[src/rtl/meg_pkg.sv]
// Shared constants for the modulator and emitter guard configuration bank
package meg_pkg;

   // ----------------------------------------------------------------
   // Register map of the device end
   // ----------------------------------------------------------------
   localparam int NREG = 15;
   localparam int IX_MODULATOR_COMMON_BIAS_CFG = 0;
   localparam int IX_MODULATOR_COMMON_MODE_CFG = 1;
   localparam int IX_FIRST_MODULATOR_MAIN_CFG = 2;
   localparam int IX_FIRST_MODULATOR_SCALE_CFG = 3;
   localparam int IX_FIRST_MODULATOR_SEQA_INTEGRATOR = 4;
   localparam int IX_FIRST_MODULATOR_SEQA_REFCURRENT = 5;
   localparam int IX_FIRST_MODULATOR_SEQB_INTEGRATOR = 6;
   localparam int IX_FIRST_MODULATOR_SEQB_REFCURRENT = 7;
   localparam int IX_SECOND_MODULATOR_MAIN_CFG = 8;
   localparam int IX_SECOND_MODULATOR_SCALE_CFG = 9;
   localparam int IX_SECOND_MODULATOR_SEQA_INTEGRATOR = 10;
   localparam int IX_SECOND_MODULATOR_SEQA_REFCURRENT = 11;
   localparam int IX_SECOND_MODULATOR_SEQB_INTEGRATOR = 12;
   localparam int IX_SECOND_MODULATOR_SEQB_REFCURRENT = 13;
   localparam int IX_EMITTER_GUARD_CFG = 14;

   localparam logic [7:0] REG_ADDR [NREG] = '{
      8'h19, 8'h1A, 8'h1B, 8'h1C, 8'h1D, 8'h1E, 8'h1F, 8'h20,
      8'h21, 8'h22, 8'h23, 8'h24, 8'h25, 8'h26, 8'h28};
   localparam logic [7:0] REG_RESET [NREG] = '{
      8'h00, 8'h00, 8'h04, 8'h00, 8'h00, 8'h00, 8'h00, 8'h00,
      8'h04, 8'h00, 8'h00, 8'h00, 8'h00, 8'h00, 8'h00};
   // Bits that exist; others drop on write, read zero
   localparam logic [7:0] REG_MASK [NREG] = '{
      8'h03, 8'h7F, 8'h3F, 8'h0F, 8'h3F, 8'hFF, 8'h2F, 8'hFF,
      8'h3F, 8'h0F, 8'h3F, 8'hFF, 8'h2F, 8'hFF, 8'hFF};

   // ----------------------------------------------------------------
   // Field positions
   // ----------------------------------------------------------------
   localparam int BIAS_LSB = 0;
   localparam int DSM_MODE_LSB = 5;
   localparam int COMP_MODE_LSB = 3;
   localparam int REF_MODE_LSB = 0;
   localparam int SRC_BIT = 5;
   localparam int EN_BIT = 4;
   localparam int DIR_BIT = 3;
   localparam int FS_LSB = 0;
   localparam int SCALE_LSB = 0;
   localparam int AMPL_BIT = 5;
   localparam int CAP_LSB = 0;
   localparam int WD_OFF_BIT = 7;
   localparam int SAFETY_OFF_BIT = 6;
   localparam int THR_LSB = 4;
   localparam int SUPPLY_WAIT_LSB = 2;
   localparam int GROUND_WAIT_LSB = 0;

   // ----------------------------------------------------------------
   // Legal code limits and analog settings
   // ----------------------------------------------------------------
   localparam logic [3:0] SCALE_0P625 = 4'h4;
   localparam logic [3:0] SCALE_1P000 = 4'h7;
   localparam logic [4:0] CAP_MAX = 5'h0F;
   localparam logic [7:0] IREF_MAX = 8'h1F;
   localparam logic [7:0] THR_MV [4] = '{8'd50, 8'd100, 8'd150, 8'd200};

   // ----------------------------------------------------------------
   // Short detection settling waits
   // ----------------------------------------------------------------
   localparam int CLK_MHZ = 25;
   localparam int SUPPLY_WAIT_US [4] = '{2, 4, 8, 1};
   localparam int GROUND_WAIT_US [4] = '{2, 4, 8, 12};
   localparam int WAIT_CNT_MAX = 12 * CLK_MHZ;

   // ----------------------------------------------------------------
   // Host command registers
   // ----------------------------------------------------------------
   localparam logic [2:0] HOST_TARGET = 3'h0;
   localparam logic [2:0] HOST_WDATA = 3'h1;
   localparam logic [2:0] HOST_GO = 3'h2;
   localparam logic [2:0] HOST_STATUS = 3'h3;
   localparam logic [2:0] HOST_RDATA = 3'h4;
   localparam int GO_WRITE_BIT = 0;
   localparam int GO_READ_BIT = 1;
   localparam int ST_BUSY_BIT = 0;
   localparam int ST_DONE_BIT = 1;

   typedef enum logic [1:0] {
      MEG_IDLE,
      MEG_ISSUE,
      MEG_CAPTURE
   } meg_host_state_e;

endpackage

[src/rtl/meg_link_if.sv]
// Register link between the host controller and the configuration bank
`timescale 1ns/1ns
interface meg_link_if;
   logic [7:0] addr;
   logic [7:0] wdata;
   logic wr;
   logic rd;
   logic [7:0] rdata;

   modport dev (
      input addr,
      input wdata,
      input wr,
      input rd,
      output rdata
   );

   modport host (
      output addr,
      output wdata,
      output wr,
      output rd,
      input rdata
   );
endinterface

[src/rtl/meg_device.sv]
// Device end: modulator and emitter guard configuration register bank
// Summary of operation
// (RULE_01) First enable bit powers first modulator
// (RULE_02) Second enable bit powers second modulator
// (RULE_03) Source bit one borrows other DAC
// (RULE_04) Source bit two borrows other DAC
// (RULE_05) Offset full scale doubles per code
// (RULE_06) Scale factor only four or seven
// (RULE_07) Cap field per modulator and sequencer
// (RULE_08) Reference current above 31 forbidden
// (RULE_09) Bit five selects integrator amplitude scale
// (RULE_10) Bias and mode stay zero
// (RULE_11) Comparator, reference modes stay zero
// (RULE_12) Offset direction bit stays zero
// (RULE_13) Bit seven turns emitter watchdog off
// (RULE_14) Bit six stops short signal evaluation
// (RULE_15) Threshold codes give 50 to 200 mV
// (RULE_16) Supply wait codes: 2, 4, 8, 1 us
// (RULE_17) Ground wait codes: 2, 4, 8, 12 us
// (RULE_18) One wait pair shared by all channels
// (RULE_19) Unlisted bits read zero, ignore writes
// (RULE_20) Fields read back last written value
`timescale 1ns/1ns
module meg_device (
   input wire logic clk,
   input wire logic rstn,
   meg_link_if.dev link,
   input wire logic detect_on,
   input wire logic short_supply_pin,
   input wire logic short_ground_pin,
   output logic first_converter_enable,
   output logic second_converter_enable,
   output logic first_offset_source_select,
   output logic second_offset_source_select,
   output logic [7:0] first_offset_full_scale,
   output logic [7:0] second_offset_full_scale,
   output logic [3:0] seq_amplitude_scale,
   output logic [4:0] seq_integrator_cap [4],
   output logic [7:0] seq_reference_current [4],
   output logic [7:0] threshold_mv,
   output logic emitter_watchdog_active,
   output logic supply_result_valid,
   output logic ground_result_valid,
   output logic short_to_supply,
   output logic short_to_ground,
   output logic config_code_illegal
);

   // ----------------------------------------------------------------
   // Register file and link slave
   // ----------------------------------------------------------------
   logic [7:0] regs_q [meg_pkg::NREG];
   logic [7:0] regs_d [meg_pkg::NREG];
   logic [7:0] rdata_q, rdata_d;

   // Address match; 0x27 and all else unmapped
   always_comb begin
      regs_d = regs_q;
      rdata_d = 8'h00;
      for (int i = 0; i < meg_pkg::NREG; i++) begin
         if (link.addr == meg_pkg::REG_ADDR[i]) begin
            if (link.wr) begin
               regs_d[i] = link.wdata & meg_pkg::REG_MASK[i]; // [RULE_19]
            end
            if (link.rd) begin
               rdata_d = regs_q[i]; // [RULE_20]
            end
         end
      end
   end

   always_ff @(posedge clk or negedge rstn) begin
      if (!rstn) begin
         regs_q <= meg_pkg::REG_RESET;
         rdata_q <= 8'h00;
      end else begin
         regs_q <= regs_d;
         rdata_q <= rdata_d;
      end
   end

   assign link.rdata = rdata_q;

   // ----------------------------------------------------------------
   // Field views
   // ----------------------------------------------------------------
   logic [7:0] main1, main2, guard;
   logic [1:0] thr_code, sup_code, gnd_code;
   logic wd_off, safety_off;

   assign main1 = regs_q[meg_pkg::IX_FIRST_MODULATOR_MAIN_CFG];
   assign main2 = regs_q[meg_pkg::IX_SECOND_MODULATOR_MAIN_CFG];
   assign guard = regs_q[meg_pkg::IX_EMITTER_GUARD_CFG];
   assign wd_off = guard[meg_pkg::WD_OFF_BIT];
   assign safety_off = guard[meg_pkg::SAFETY_OFF_BIT];
   assign thr_code = guard[meg_pkg::THR_LSB +: 2];
   assign sup_code = guard[meg_pkg::SUPPLY_WAIT_LSB +: 2];
   assign gnd_code = guard[meg_pkg::GROUND_WAIT_LSB +: 2];

   // Order: first/seqa, first/seqb, second/seqa, second/seqb
   localparam int CAP_IX [4] = '{
      meg_pkg::IX_FIRST_MODULATOR_SEQA_INTEGRATOR,
      meg_pkg::IX_FIRST_MODULATOR_SEQB_INTEGRATOR,
      meg_pkg::IX_SECOND_MODULATOR_SEQA_INTEGRATOR,
      meg_pkg::IX_SECOND_MODULATOR_SEQB_INTEGRATOR};
   localparam int IREF_IX [4] = '{
      meg_pkg::IX_FIRST_MODULATOR_SEQA_REFCURRENT,
      meg_pkg::IX_FIRST_MODULATOR_SEQB_REFCURRENT,
      meg_pkg::IX_SECOND_MODULATOR_SEQA_REFCURRENT,
      meg_pkg::IX_SECOND_MODULATOR_SEQB_REFCURRENT};

   // ----------------------------------------------------------------
   // Modulator control outputs
   // ----------------------------------------------------------------
   logic en1_q, en1_d, en2_q, en2_d;
   logic src1_q, src1_d, src2_q, src2_d;
   logic [7:0] fs1_q, fs1_d, fs2_q, fs2_d;
   logic [3:0] ampl_q, ampl_d;
   logic [4:0] cap_q [4];
   logic [4:0] cap_d [4];
   logic [7:0] iref_q [4];
   logic [7:0] iref_d [4];
   logic illegal_q, illegal_d;
   logic [7:0] thr_q, thr_d;

   // Decode fields; full scale in microamps
   always_comb begin
      en1_d = main1[meg_pkg::EN_BIT]; // [RULE_01]
      en2_d = main2[meg_pkg::EN_BIT]; // [RULE_02]
      src1_d = main1[meg_pkg::SRC_BIT]; // [RULE_03]
      src2_d = main2[meg_pkg::SRC_BIT]; // [RULE_04]
      fs1_d = 8'h01 << main1[meg_pkg::FS_LSB +: 3]; // [RULE_05]
      fs2_d = 8'h01 << main2[meg_pkg::FS_LSB +: 3]; // [RULE_05]
      thr_d = meg_pkg::THR_MV[thr_code]; // [RULE_15]
      illegal_d = 1'b0;
      for (int k = 0; k < 4; k++) begin
         // Sequencer b has a four-bit capacitance field
         cap_d[k] = regs_q[CAP_IX[k]][meg_pkg::CAP_LSB +: 5]; // [RULE_07]
         ampl_d[k] = regs_q[CAP_IX[k]][meg_pkg::AMPL_BIT]; // [RULE_09]
         iref_d[k] = regs_q[IREF_IX[k]]; // [RULE_08]
         if (cap_d[k] > meg_pkg::CAP_MAX ||
             iref_d[k] > meg_pkg::IREF_MAX) begin
            illegal_d = 1'b1; // [RULE_07] [RULE_08]
         end
      end
      // Forbidden codes kept as written, only flagged
      for (int m = 0; m < 2; m++) begin
         if (regs_q[3 + 6 * m][meg_pkg::SCALE_LSB +: 4] !=
                meg_pkg::SCALE_0P625 &&
             regs_q[3 + 6 * m][meg_pkg::SCALE_LSB +: 4] !=
                meg_pkg::SCALE_1P000) begin
            illegal_d = 1'b1; // [RULE_06]
         end
      end
      if (main1[meg_pkg::DIR_BIT] || main2[meg_pkg::DIR_BIT]) begin
         illegal_d = 1'b1; // [RULE_12]
      end
      if (regs_q[meg_pkg::IX_MODULATOR_COMMON_BIAS_CFG] != 8'h00 ||
          regs_q[meg_pkg::IX_MODULATOR_COMMON_MODE_CFG] != 8'h00) begin
         illegal_d = 1'b1; // [RULE_10] [RULE_11]
      end
   end

   always_ff @(posedge clk or negedge rstn) begin
      if (!rstn) begin
         en1_q <= 1'b0;
         en2_q <= 1'b0;
         src1_q <= 1'b0;
         src2_q <= 1'b0;
         fs1_q <= 8'h10;
         fs2_q <= 8'h10;
         ampl_q <= 4'h0;
         cap_q <= '{default: 5'h00};
         iref_q <= '{default: 8'h00};
         illegal_q <= 1'b1;
         thr_q <= 8'h32;
      end else begin
         en1_q <= en1_d;
         en2_q <= en2_d;
         src1_q <= src1_d;
         src2_q <= src2_d;
         fs1_q <= fs1_d;
         fs2_q <= fs2_d;
         ampl_q <= ampl_d;
         cap_q <= cap_d;
         iref_q <= iref_d;
         illegal_q <= illegal_d;
         thr_q <= thr_d;
      end
   end

   // ----------------------------------------------------------------
   // Emitter short detection timing
   // ----------------------------------------------------------------
   logic sup_s1, sup_s2, gnd_s1, gnd_s2;
   logic [8:0] cnt_q, cnt_d;
   logic [8:0] sup_cyc, gnd_cyc;
   logic wd_act_q, wd_act_d;
   logic sup_v_q, sup_v_d, gnd_v_q, gnd_v_d;
   logic sup_f_q, sup_f_d, gnd_f_q, gnd_f_d;

   // Short sense pins are asynchronous to clk
   always_ff @(posedge clk or negedge rstn) begin
      if (!rstn) begin
         sup_s1 <= 1'b0;
         sup_s2 <= 1'b0;
         gnd_s1 <= 1'b0;
         gnd_s2 <= 1'b0;
      end else begin
         sup_s1 <= short_supply_pin;
         sup_s2 <= sup_s1;
         gnd_s1 <= short_ground_pin;
         gnd_s2 <= gnd_s1;
      end
   end

   // One counter for all channels, so one wait pair
   always_comb begin
      sup_cyc = 9'(meg_pkg::SUPPLY_WAIT_US[sup_code] * meg_pkg::CLK_MHZ);
      gnd_cyc = 9'(meg_pkg::GROUND_WAIT_US[gnd_code] * meg_pkg::CLK_MHZ);
      wd_act_d = !wd_off; // [RULE_13]
      cnt_d = cnt_q;
      if (wd_off || !detect_on) begin
         cnt_d = 9'h000; // [RULE_13]
      end else if (cnt_q < 9'(meg_pkg::WAIT_CNT_MAX)) begin
         cnt_d = cnt_q + 9'h001; // [RULE_18]
      end
      sup_v_d = !wd_off && detect_on && cnt_q >= sup_cyc; // [RULE_16]
      gnd_v_d = !wd_off && detect_on && cnt_q >= gnd_cyc; // [RULE_17]
      // Short judged only after its wait, evaluation on
      sup_f_d = sup_v_d && !safety_off && sup_s2; // [RULE_14]
      gnd_f_d = gnd_v_d && !safety_off && gnd_s2; // [RULE_14]
   end

   always_ff @(posedge clk or negedge rstn) begin
      if (!rstn) begin
         cnt_q <= 9'h000;
         wd_act_q <= 1'b1;
         sup_v_q <= 1'b0;
         gnd_v_q <= 1'b0;
         sup_f_q <= 1'b0;
         gnd_f_q <= 1'b0;
      end else begin
         cnt_q <= cnt_d;
         wd_act_q <= wd_act_d;
         sup_v_q <= sup_v_d;
         gnd_v_q <= gnd_v_d;
         sup_f_q <= sup_f_d;
         gnd_f_q <= gnd_f_d;
      end
   end

   // ----------------------------------------------------------------
   // Outputs, all straight from flip-flops
   // ----------------------------------------------------------------
   assign first_converter_enable = en1_q;
   assign second_converter_enable = en2_q;
   assign first_offset_source_select = src1_q;
   assign second_offset_source_select = src2_q;
   assign first_offset_full_scale = fs1_q;
   assign second_offset_full_scale = fs2_q;
   assign seq_amplitude_scale = ampl_q;
   assign seq_integrator_cap = cap_q;
   assign seq_reference_current = iref_q;
   assign threshold_mv = thr_q;
   assign emitter_watchdog_active = wd_act_q;
   assign supply_result_valid = sup_v_q;
   assign ground_result_valid = gnd_v_q;
   assign short_to_supply = sup_f_q;
   assign short_to_ground = gnd_f_q;
   assign config_code_illegal = illegal_q;

endmodule

[src/flat_wrapper.sv]
// flat-port wrapper written by rule: the top's interface ports become plain ports
module meg_device_flat 
  (clk, rstn, detect_on, short_supply_pin, short_ground_pin, first_converter_enable, second_converter_enable, first_offset_source_select, second_offset_source_select, first_offset_full_scale, second_offset_full_scale, seq_amplitude_scale, seq_integrator_cap, seq_reference_current, threshold_mv, emitter_watchdog_active, supply_result_valid, ground_result_valid, short_to_supply, short_to_ground, config_code_illegal, link_addr, link_wdata, link_wr, link_rd, link_rdata);
  meg_link_if link_i ();
  input wire logic clk;
  input wire logic rstn;
  input wire logic detect_on;
  input wire logic short_supply_pin;
  input wire logic short_ground_pin;
  output logic first_converter_enable;
  output logic second_converter_enable;
  output logic first_offset_source_select;
  output logic second_offset_source_select;
  output logic [7:0] first_offset_full_scale;
  output logic [7:0] second_offset_full_scale;
  output logic [3:0] seq_amplitude_scale;
  output logic [4:0] seq_integrator_cap[4];
  output logic [7:0] seq_reference_current[4];
  output logic [7:0] threshold_mv;
  output logic emitter_watchdog_active;
  output logic supply_result_valid;
  output logic ground_result_valid;
  output logic short_to_supply;
  output logic short_to_ground;
  output logic config_code_illegal;
  input wire logic [$bits(link_i.addr)-1:0] link_addr;
  input wire logic [$bits(link_i.wdata)-1:0] link_wdata;
  input wire logic [$bits(link_i.wr)-1:0] link_wr;
  input wire logic [$bits(link_i.rd)-1:0] link_rd;
  output wire logic [$bits(link_i.rdata)-1:0] link_rdata;
  assign link_i.addr = link_addr;
  assign link_i.wdata = link_wdata;
  assign link_i.wr = link_wr;
  assign link_i.rd = link_rd;
  assign link_rdata = link_i.rdata;
  meg_device u_core (.clk(clk), .rstn(rstn), .link(link_i), .detect_on(detect_on), .short_supply_pin(short_supply_pin), .short_ground_pin(short_ground_pin), .first_converter_enable(first_converter_enable), .second_converter_enable(second_converter_enable), .first_offset_source_select(first_offset_source_select), .second_offset_source_select(second_offset_source_select), .first_offset_full_scale(first_offset_full_scale), .second_offset_full_scale(second_offset_full_scale), .seq_amplitude_scale(seq_amplitude_scale), .seq_integrator_cap(seq_integrator_cap), .seq_reference_current(seq_reference_current), .threshold_mv(threshold_mv), .emitter_watchdog_active(emitter_watchdog_active), .supply_result_valid(supply_result_valid), .ground_result_valid(ground_result_valid), .short_to_supply(short_to_supply), .short_to_ground(short_to_ground), .config_code_illegal(config_code_illegal));
endmodule
[config.mk]
export PLATFORM = sky130hd
export DESIGN_NAME = meg_device_flat
export DESIGN_NICKNAME = d
export VERILOG_FILES = /design/src/rtl/meg_pkg.sv /design/src/rtl/meg_link_if.sv /design/src/rtl/meg_device.sv /design/src/flat_wrapper.sv
export SDC_FILE = /design/constraint.sdc
export NUM_CORES = 1
export LEC_CHECK = 0
export BUFFER_PORTS_ARGS = -buffer_cell sky130_fd_sc_hd__buf_2
export CAP_MARGIN = 20
export CORE_MARGIN = 4
export CORE_UTILIZATION = 35
export DETAILED_ROUTE_END_ITERATION = 16
export SLEW_MARGIN = 20
export SYNTH_ARGS = -nofsm -noshare
export SYNTH_HDL_FRONTEND = slang
export SYNTH_SLANG_ARGS = --single-unit
[constraint.sdc]
create_clock -name clk -period 2.5 [get_ports clk]
set_input_delay 0.125 -clock clk [delete_from_list [all_inputs] [get_ports clk]]
set_output_delay 0.125 -clock clk [all_outputs]
set_load 0.01 [all_outputs]
# Word-level counts from Yosys, hierarchy flattened
# Index checks and enable logic that the tools add are counted.
# W data, S select, Z words.
totals:
  ff_bits: 200
op_classes:
  n_bitwise: 3
  addsub: 1
  eq_ne: 19
  mux: 49
  magnitude_cmp: 14
  mul: 2
  reduce_logical: 37
  shift: 2
ops:
  columns: ["operator", "count"]
  rows:
  - ["$mux W8", 30]
  - ["$bmux W32 S2", 2]
  - ["$mux W32", 4]
  - ["$eq A8 B6 Y1 const B", 8]
  - ["$mul A32 B6 Y9 const B", 2]
  - ["$eq A8 B5 Y1 const B", 7]
  - ["$gt A8 B5 Y1 const B", 4]
  - ["$reduce_and A2 Y1", 15]
  - ["$ge A9 B9 Y1", 2]
  - ["$mux W9", 2]
  - ["$bmux W8 S2", 1]
  - ["$ne A4 B3 Y1 const B", 4]
  - ["$reduce_bool A8 Y1", 2]
  - ["$shl A1 B3 Y8 const A", 2]
  - ["$gt A5 B4 Y1 const B", 2]
  - ["$add A9 B1 Y9 const B", 1]
  - ["$ge A3 B3 Y1 const B", 3]
  - ["$logic_and A1 B1 Y1", 9]
  - ["$lt A9 B9 Y1 const B", 1]
  - ["$not A2 Y3", 3]
  - ["$gt A4 B4 Y1 const B", 2]
  - ["$mux W1", 8]
  - ["$logic_or A1 B1 Y1", 7]
  - ["$mux W2", 2]
  - ["2 further kinds", 4]

# Depth between registers and ports, before layout
# Gate-level depths: netlist (run 1).
logic_depth:
  word_depth: 30
  depth_mapped: 12
  depth_no_buf: 12

# Worst setup path before layout (run 1)
# OpenSTA, ideal clock, no wires.
synth_path:
  kind: "reg-to-reg"
  from: "register u_core.regs_q, in the netlist u_core.guard[3]"
  to: "register u_core.sup_f_q, in the netlist u_core.short_to_supply"
  slack_ns: 0.179
  period_less_slack_ns: 2.321
  t_arrival_ns: 2.192
  setup_time_ns: 0.129
  required_ns: 2.371
  stages_incl_launch_ff: 13
  cell_sequence: "dfrtp_1 > inv_1 > ha_1 > xor2_1 > ha_1 > ha_1 > o21ai_0 > nand2_1 > o21ai_0 > ha_1 > and2_1 > o21ai_0 > o21ai_0"
synth_between:
  elab_chain_len: 9
synth_lines:
  columns: ["element", "line", "text"]
  rows:
  - ["start, declared", "meg_device.sv:52", "logic [7:0] regs_q [meg_pkg::NREG];"]
  - ["start signal, assigned", "meg_device.sv:74", "regs_q <= meg_pkg::REG_RESET;"]
  - ["start signal, assigned", "meg_device.sv:77", "regs_q <= regs_d;"]
  - ["$not A2 Y3 (implied by the code)", "meg_device.sv:219", "sup_cyc = 9'(meg_pkg::SUPPLY_WAIT_US[sup_code] * meg_pkg::CLK_MHZ);"]
  - ["$bmux W32 S2", "meg_device.sv:219", null]
  - ["$mux W32 (implied by the code) (2 in series)", "meg_device.sv:219", null]
  - ["$mul A32 B6 Y9", "meg_device.sv:219", null]
  - ["$ge A9 B9 Y1", "meg_device.sv:228", "sup_v_d = !wd_off && detect_on && cnt_q >= sup_cyc;"]
  - ["$logic_and A1 B1 Y1", "meg_device.sv:228", null]
  - ["$logic_and A1 B1 Y1 (2 in series)", "meg_device.sv:231", "sup_f_d = sup_v_d && !safety_off && sup_s2;"]
  - ["named net u_core.sup_f_d", "meg_device.sv:200", "logic sup_f_q, sup_f_d, gnd_f_q, gnd_f_d;"]
  - ["end signal, assigned", "meg_device.sv:248", "sup_f_q <= sup_f_d;"]
  - ["end, declared", "meg_device.sv:200", null]
# The timed path passes the listed nets, and every way through them passes these cells. The select of a mux whose other input is x is not followed.
# A chain may end at the register's enable or synchronous reset.

# Worst setup path in the final report (run 1)
layout_path:
  from: "register u_core.regs_q, in the netlist u_core.guard[2]"
  to: "register u_core.sup_v_q, in the netlist u_core.supply_result_valid"
layout_between:
  elab_chain_len: 7
layout_lines:
  columns: ["element", "line", "text"]
  rows:
  - ["$not A2 Y3 (implied by the code)", "meg_device.sv:219", null]
  - ["$bmux W32 S2", "meg_device.sv:219", null]
  - ["$mux W32 (implied by the code) (2 in series)", "meg_device.sv:219", null]
  - ["$mul A32 B6 Y9", "meg_device.sv:219", null]
  - ["$ge A9 B9 Y1", "meg_device.sv:228", null]
  - ["$logic_and A1 B1 Y1", "meg_device.sv:228", null]
  - ["named net u_core.sup_v_d", "meg_device.sv:199", "logic sup_v_q, sup_v_d, gnd_v_q, gnd_v_d;"]
  - ["end signal, assigned", "meg_device.sv:246", "sup_v_q <= sup_v_d;"]
  - ["end, declared", "meg_device.sv:199", null]
# The timed path passes the listed nets, and every way through them passes these cells. The select of a mux whose other input is x is not followed.

==> impl_results.rst, run 1 <==
.. list-table::
   :header-rows: 1

   * - Metric
     - Value
   * - Outcome
     - completed
   * - CTS Sinks
     - 198
   * - Detailed Routing Iterations Pass 1
     - 7
   * - Drt drc
     - 0
   * - Maximum number of pins on one net before global-route repair
     - 86
   * - Number of filler instances in the final layout
     - 2278
   * - Number of max-slew violations in the final report
     - 0
   * - Number of DRC markers after the initial detailed-route iteration
     - 371
   * - Data required time of the critical path
     - 2800 ps
   * - Prevailing post-synth register cell
     - dfrtp_1
   * - Total power
     - 0.00673 W
   * - Slew @ Worst Pin
     - 520 ps
   * - Most common library cells after synthesis
     - dfrtp_1 (190), mux2_2 (94), nand2_1 (36)
   * - Pwr/cell area
     - 652 mW/mm^2
   * - Cell with the most instances after synthesis
     - dfrtp_1
   * - GRT Total Usage
     - 0.173
   * - Floorplan die width
     - 165 um
   * - Yosys cell types
     - 63
   * - GR Overflow Total
     - 0
   * - Clock skew
     - 10.8 ps
   * - Crit path time final
     - 2370 ps
   * - Top-area cell type share of the netlist area
     - 0.554
   * - Number of top-level pins
     - 121
   * - Gate Count Post-Synth
     - 694
   * - Via count of the first global-routing pass
     - 6065
   * - Summed negative setup slack over all endpoints
     - 0 ps
   * - Area growth from synthesis to layout
     - 20.3%
   * - # setup viols final
     - 0
   * - Initial antenna violation count
     - 1
   * - Half-perimeter wire length after detailed placement
     - 16300 um
   * - Count of H-tree levels built during CTS
     - 4
   * - Setup crit end kind
     - flop
   * - Area of the die
     - 0.0271 sq mm
   * - Clock-pin slew on the worst setup and hold paths
     - 70 ps
   * - Share of synthesized area occupied by flip-flops and latches
     - 0.579
   * - Post-synth ARST share
     - 1.00
   * - Wire length of the first global-routing pass
     - 35600 um
   * - Placeable core area
     - 0.0242 sq mm
   * - Count of flip-flops with a built-in enable after synthesis
     - 0
   * - Total number of placement rows
     - 57
   * - Initial core utilization
     - 0.355
   * - Overall via count from detail_route
     - 5990
   * - Maximum net fanout on the critical path
     - 4
   * - Path type of the worst setup path
     - reg2reg
   * - Area contributors post-synth
     - dfrtp_1 (55%), mux2_2 (12%), ha_1 (4.8%)
   * - Worst Hold Margin
     - 38.3 ps
   * - Leakage dissipation
     - 5.12 nW
   * - Worst-Skew Late Latency
     - 430 ps
   * - Mean instance size in the synthesized netlist
     - 12.4 sq um
   * - Bufs on Longest Clock Path
     - 2
   * - Detailed Route WL
     - 22800 um
   * - Type of the most critical hold path
     - in2reg
   * - Post-synthesis instance area
     - 0.00858 sq mm
   * - Final Hold Vio Count
     - 0
   * - Placer's final routability congestion estimate
     - 0.926
   * - TritonCTS clock tree
     - yes
   * - Max Cap Violations
     - 0
   * - NumNets Final
     - 888
   * - Number of buffers created by CTS
     - 17
   * - Maximum vdd drop
     - 0.000370 V
   * - Vertical die dimension
     - 165 um
   * - Yosys synthesis warning count
     - 0
   * - Arrival time at the worst endpoint
     - 2680 ps
   * - Routed Antenna Nets
     - 0
   * - Fraction of layout instances using a drive strength above 1
     - 0.349
   * - Final worst path period share
     - 0.948
   * - Max Clk Rate
     - 422 MHz
   * - Largest area contributor in the netlist
     - dfrtp_1
   * - Clock Root Buffer
     - clkbuf_16
   * - Vias per Instance
     - 5.12
   * - Unrepaired setup endpoints after global routing
     - no
   * - Count of input and output buffers
     - 117
   * - Worst rel slew slack
     - 0.644
   * - Total of flip-flops plus latches after synthesis
     - 198
   * - Startpoint type of the worst setup path
     - flop
   * - Routed wire length per instance
     - 19.5 um
[cell usage in the layout, fill, tap and decap left out, drive strengths merged, types with 6 or more instances in the layout]
master and n:
dfrtp 190, buf 150, mux2 94, nand2 36, nor2 35, ha 33, o21ai 28, inv 27
nand3 25, clkbuf 23, a21oi 20, nor3 17, nor2b 12, nand4 9, and3 8, mux2i 8
dfstp 8, nand2b 7, o22ai 7, a31oi 7, xnor2 7, nor4 6
[cells by family after synthesis]
logic type | after synthesis | share of synthesized area
adder cells (fa/ha/maj) | 33 | 0.0481
AO/OA/AOI/OAI | 104 | 0.0789
buffers and inverters | 63 | 0.0309
other | 1 | 0.000437
flip-flops | 198 | 0.579
XOR/XNOR | 10 | 0.0102
multiplexers | 104 | 0.138
AND/OR/NAND/NOR | 181 | 0.114
[what timing repair did]
| item | 4_1_cts | 5_1_grt |
|---|---|---|
| setup endpoints to repair | 1 | 4 |
| resized for setup | 0 | 10 |
| endpoints found under the hold margin | 52 | 0 |
| hold buffers | 4 | 0 |
| pin swaps | 0 | 1 |
| setup buffers | 1 | 1 |
[critical path, stage by stage, from the launching register on]
cell and delay, ps:
dfrtp_1 410, inv_1 100, ha_2 200, xor2_1 170, ha_1 250, ha_1 220
mux2i_1 140, o21ai_0 110, ha_1 300, and2_1 180, o21ai_1 110, o21ai_1 80
[where the power goes]
group / total, W / internal (W) / switching [W]
Sequential: 0.00346 / 0.00335 / 0.000114
Combinational: 0.000558 / 0.000223 / 0.000336
Clock: 0.00271 / 0.00151 / 0.00119
Total: 0.00673 / 0.00508 / 0.00164
[area by class of cell]
type                       instances  area [sq um]  share of cell area
antenna                            2          5.00            0.000485
tap                              324           405              0.0393
clock buffer                      22           454              0.0440
multi-input combinational        435          3360               0.326
sequential                       198          4960               0.481
timing repair buffer             155           915              0.0886
inverter                          25          93.8             0.00909
clock inverter                    10           120              0.0116
[worst paths after layout]
path | end | depth (start not counted) | start | slack [ps]
max | u_core.supply_result_valid$_DFF_PN0_ | 11 | u_core.guard[2]$_DFFE_PN0P_ | 130
min | u_core.iref_d[6]$_DFFE_PN0P_ | 2 | link_wdata[6] | 40
max reg2reg | u_core.supply_result_valid$_DFF_PN0_ | 11 | u_core.guard[2]$_DFFE_PN0P_ | 130
min reg2reg | u_core.sup_s2$_DFF_PN0_ | 0 | u_core.sup_s1$_DFF_PN0_ | 350
max in group asynchronous | u_core.main1[2]$_DFFE_PN1P_ | 3 | rstn | 1470
min in group asynchronous | u_core.cnt_q[4]$_DFFE_PN0P_ | 2 | rstn | 210
[routing by layer]
metal	vias up	wire [um]	global-route usage
li1	2756	-	-
met1	3036	10500	0.248
met2	170	10600	0.267
met3	28	1200	0.0344
met4	0	460	0.0503
met5	-	0	0
[per-stage QoR]
stage / utilization / area (sq um) / worst slack [ps] / instances
finish: 0.427 / 10300 / 129 / 1171
global route: 0.427 / 10300 / 2.72 / 1169
CTS: 0.426 / 10300 / 21.8 / 1168
detailed placement: 0.400 / 9680 / 5.02 / 1131
global placement: 0.400 / 9680 / 64.3 / 1131
floorplan: - / 8580 / 179 / 696
[sequential cells by signal, indices dropped and copies added, names as in the netlist, 4 cells and up]
register and count:
u_core.cap_d 18, u_core.ampl_d 4, u_core.seq_integrator_cap 18, u_core.guard 8, u_core.main1 6, u_core.cnt_q 9
u_core.main2 6, u_core.seq_reference_current 32, u_core.second_offset_full_scale 8, u_core.first_offset_full_scale 8, u_core.threshold_mv 6, u_core.iref_d 32
u_core.regs_q 17, u_core.seq_amplitude_scale 4, u_core.link.rdata 8
(Power assumes the default switching activity.)
==> run 2: changes to the inputs <==
--- a/config.mk
+++ b/config.mk
@@ -8,8 +8,11 @@
 export BUFFER_PORTS_ARGS = -buffer_cell sky130_fd_sc_hd__buf_2
 export CAP_MARGIN = 20
 export CORE_MARGIN = 4
-export CORE_UTILIZATION = 35
+export CORE_UTILIZATION = 52
+export CTS_BUF_LIST = sky130_fd_sc_hd__clkbuf_16
 export DETAILED_ROUTE_END_ITERATION = 16
+export MAX_ROUTING_LAYER = met4
+export PLACE_DENSITY = 0.76
 export SLEW_MARGIN = 20
 export SYNTH_ARGS = -nofsm -noshare
 export SYNTH_HDL_FRONTEND = slang
==> run 2 against run 1 <==
  * Clock power hardly changed
  * Via count is 3.7% higher
  * Maximum frequency is 0.69% lower
  * Final area is 1.3% lower
  * Clock skew is 4.8 ps higher
  * Combinational power is 3% higher
  * First-iteration DRC count is 47% higher
  * Power is 0.13% higher
  * Largest cell class unchanged
==> impl_results.rst, run 2 (synthesized netlist as in run 1, its figures left out) <==
.. list-table::
   :header-rows: 1

   * - Metric
     - Value
   * - Outcome
     - completed
   * - Count of input and output buffers
     - 117 (unchanged)
   * - Clock-pin slew on the worst setup and hold paths
     - 70 ps (about the same)
   * - Crit path time final
     - 2390 ps (+16.5 ps)
   * - Total power
     - 0.00673 W (+0.13%)
   * - Number of standard cells in the layout, taps in and fillers out
     - 1062 (-9.3%)
   * - Number of top-level pins
     - 121 (unchanged)
   * - Maximum single-stage delay on the critical path
     - 400 ps (about the same)
   * - NumNets Final
     - 888 (unchanged)
   * - Overall via count from detail_route
     - 6209 (+3.7%)
   * - Clock power share
     - 0.402 (about the same)
   * - Startpoint type of the worst setup path
     - flop
   * - Final worst path period share
     - 0.955 (+0.00660)
   * - Most common library cell in the layout ignoring fill and taps
     - dfrtp_1
   * - Worst rel slew slack
     - 0.546 (-0.0985)
   * - Final Hold Vio Count
     - 0 (unchanged)
   * - Half-perimeter wire length after detailed placement
     - 16500 um (+1.4%)
   * - Routed Antenna Nets
     - 0 (unchanged)
   * - Slew @ Worst Pin
     - 680 ps (+160 ps)
   * - TritonCTS clock tree
     - yes
   * - Count of H-tree levels built during CTS
     - 4 (unchanged)
   * - Clock skew
     - 15.6 ps (+4.84 ps)
   * - Top library cells by usage in the layout, fill and taps aside
     - dfrtp_1 (190), buf_2 (116), mux2_2 (94)
   * - Post-placement cell count
     - 1022 (-9.6%)
   * - Placer's final routability congestion estimate
     - 0.981 (+6.0%)
   * - Area growth from synthesis to layout
     - 18.8%
   * - NetSw
     - 0.00168 W (+2.2%)
   * - Maximum number of pins on one net before global-route repair
     - 80 (-7.0%)
   * - Internal power
     - 0.00505 W (-0.56%)
   * - Pwr/cell area
     - 661 mW/mm^2 (+1.4%)
   * - Cell family with most CP delay
     - adder cells
   * - Placeable core area
     - 0.0160 sq mm (-34%)
   * - Fraction of layout instances using a drive strength above 1
     - 0.354 (+0.00473)
   * - Bufs on Longest Clock Path
     - 2 (unchanged)
   * - Data required time of the critical path
     - 2820 ps (+20 ps)
   * - Initial core utilization
     - 0.536 (+0.181)
   * - Number of filler instances in the final layout
     - 1272 (-44%)
   * - Max Clk Rate
     - 419 MHz (-0.69%)
   * - Most numerous cell on the critical path
     - o21ai_1
   * - CTS Sinks
     - 198 (unchanged)
   * - Combinational cell fraction of total power
     - 0.085 (+0.002)
   * - Type of the most critical hold path
     - in2reg
   * - Number of DRC markers after the initial detailed-route iteration
     - 546 (+47%)
   * - Area of the die
     - 0.0186 sq mm (-31%)
   * - Switching share of total power
     - 0.250 (+0.00517)
   * - Bufs and invs on worst path
     - 1 (unchanged)
   * - Leakage dissipation
     - 5.13 nW (+0.25%)
   * - Clock Root Buffer
     - clkbuf_16
   * - Drt drc
     - 0 (unchanged)
   * - Maximum vdd drop
     - 0.000444 V (+20%)
   * - Number of max-slew violations in the final report
     - 0 (unchanged)
   * - Vertical die dimension
     - 136 um (-17%)
   * - Floorplan die width
     - 136 um (-17%)
   * - Detailed Route WL
     - 22800 um (+0.17%)
   * - Max Cap Violations
     - 0 (unchanged)
   * - Via count of the first global-routing pass
     - 6387 (+5.3%)
   * - Routed wire length per instance
     - 21.5 um (+10%)
   * - Worst-Skew Late Latency
     - 440 ps (about the same)
   * - Seq pwr share
     - 0.513 (-0.002)
   * - Path type of the worst setup path
     - reg2reg
   * - Initial antenna violation count
     - 0 (-1)
   * - GR Overflow Total
     - 0 (unchanged)
   * - Maximum net fanout on the critical path
     - 3 (-1)
   * - Setup crit end kind
     - flop
   * - # setup viols final
     - 0 (unchanged)
   * - Vias per Instance
     - 5.85 (+14%)
   * - Arrival time at the worst endpoint
     - 2710 ps (+30 ps)
   * - Total number of placement rows
     - 46 (-19%)
   * - GRT Total Usage
     - 0.265 (+0.0920)
   * - Wire length of the first global-routing pass
     - 35900 um (+0.62%)
   * - Worst path cell trace
     - buf_4, ha_2, and2_1, ha_1, ha_2, mux2i_1, o21ai_1, ha_1, and2_1, o21ai_1, o21ai_1
   * - Detailed Routing Iterations Pass 1
     - 6 (-1)
   * - CP max-delay cell
     - dfrtp_1
   * - Number of buffers created by CTS
     - 17 (unchanged)
-- run 2: cell types whose count changed in the layout (fill, tap and decap cells not counted), sizes merged --
cell / delta
clkbuf: -5
clkinv: +2
clkinvlp: -1
diode: -1
inv: +4
-- run 2: area by class of cell --
class | instances | area [sq um] | area share
diodes | 1 | 2.50 | 0.000246
clock inverters | 15 | 153 | 0.0150
flip-flops and latches | 198 | 4960 | 0.487
repair buffers | 155 | 915 | 0.0898
well taps | 216 | 270 | 0.0265
multi-input cells | 435 | 3370 | 0.330
inverters | 25 | 93.8 | 0.00921
clock buffers | 17 | 425 | 0.0417
-- run 2: per-stage QoR --
| step | setup WS, ps | hold WS [ps] | area (sq um) | TNS [ps] | util |
|---|---|---|---|---|---|
| floorplan | 179 | -171 | 8580 | 0 | - |
| global placement | 77.1 | 196 | 9530 | 0 | 0.596 |
| detailed placement | -97.1 | 201 | 9530 | -165 | 0.596 |
| CTS | 6.60 | 18.5 | 10200 | 0 | 0.636 |
| global route | -6.80 | 27.1 | 10200 | -6.80 | 0.637 |
| finish | 113 | 31.8 | 10200 | 0 | 0.637 |
-- run 2: worst paths after layout --
kind	startpoint	to	slack, ps	cells after the start
hold reg to reg	u_core.sup_s1$_DFF_PN0_	u_core.sup_s2$_DFF_PN0_	360	0
setup reg to reg	u_core.guard[3]$_DFFE_PN0P_	u_core.supply_result_valid$_DFF_PN0_	110	11
setup / recovery	u_core.guard[3]$_DFFE_PN0P_	u_core.supply_result_valid$_DFF_PN0_	110	11
min in group asynchronous	rstn	u_core.iref_d[2]$_DFFE_PN0P_	300	2
hold / removal	link_wdata[6]	u_core.iref_d[14]$_DFFE_PN0P_	30	2
max in group asynchronous	rstn	u_core.first_offset_full_scale[4]$_DFF_PN1_	1400	3
-- run 2: per-layer routing --
layer  vias up  global-route usage  wire [um]
met3        38              0.0429       1490
met1      3150               0.350       9810
li1       2755                   -          -
met5         -                   -          0
met2       266               0.419      11000
met4         0              0.0957        505
-- run 2: timing repair --
| action | 4_1_cts | 5_1_grt |
|---|---|---|
| resized for setup | 4 | 9 |
| pin swaps | 1 | 3 |
| endpoints found under the hold margin | 77 | 0 |
| endpoints found under the setup margin | 2 | 2 |
| hold buffers | 4 | 0 |
| buffers inserted | 2 | 1 |
-- run 2: power by group through the flow --
| stage | logic (W) | registers (W) | clock network [W] |
|---|---|---|---|
| finish | 0.000572 | 0.00346 | 0.00271 |
| global route | 0.000628 | 0.00347 | 0.00289 |
| CTS | 0.000573 | 0.00346 | 0.00274 |
| detailed placement | 0.000560 | 0.00352 | 0 |
| global placement | 0.000540 | 0.00351 | 0 |
| floorplan | 0.000272 | 0.00351 | 0 |
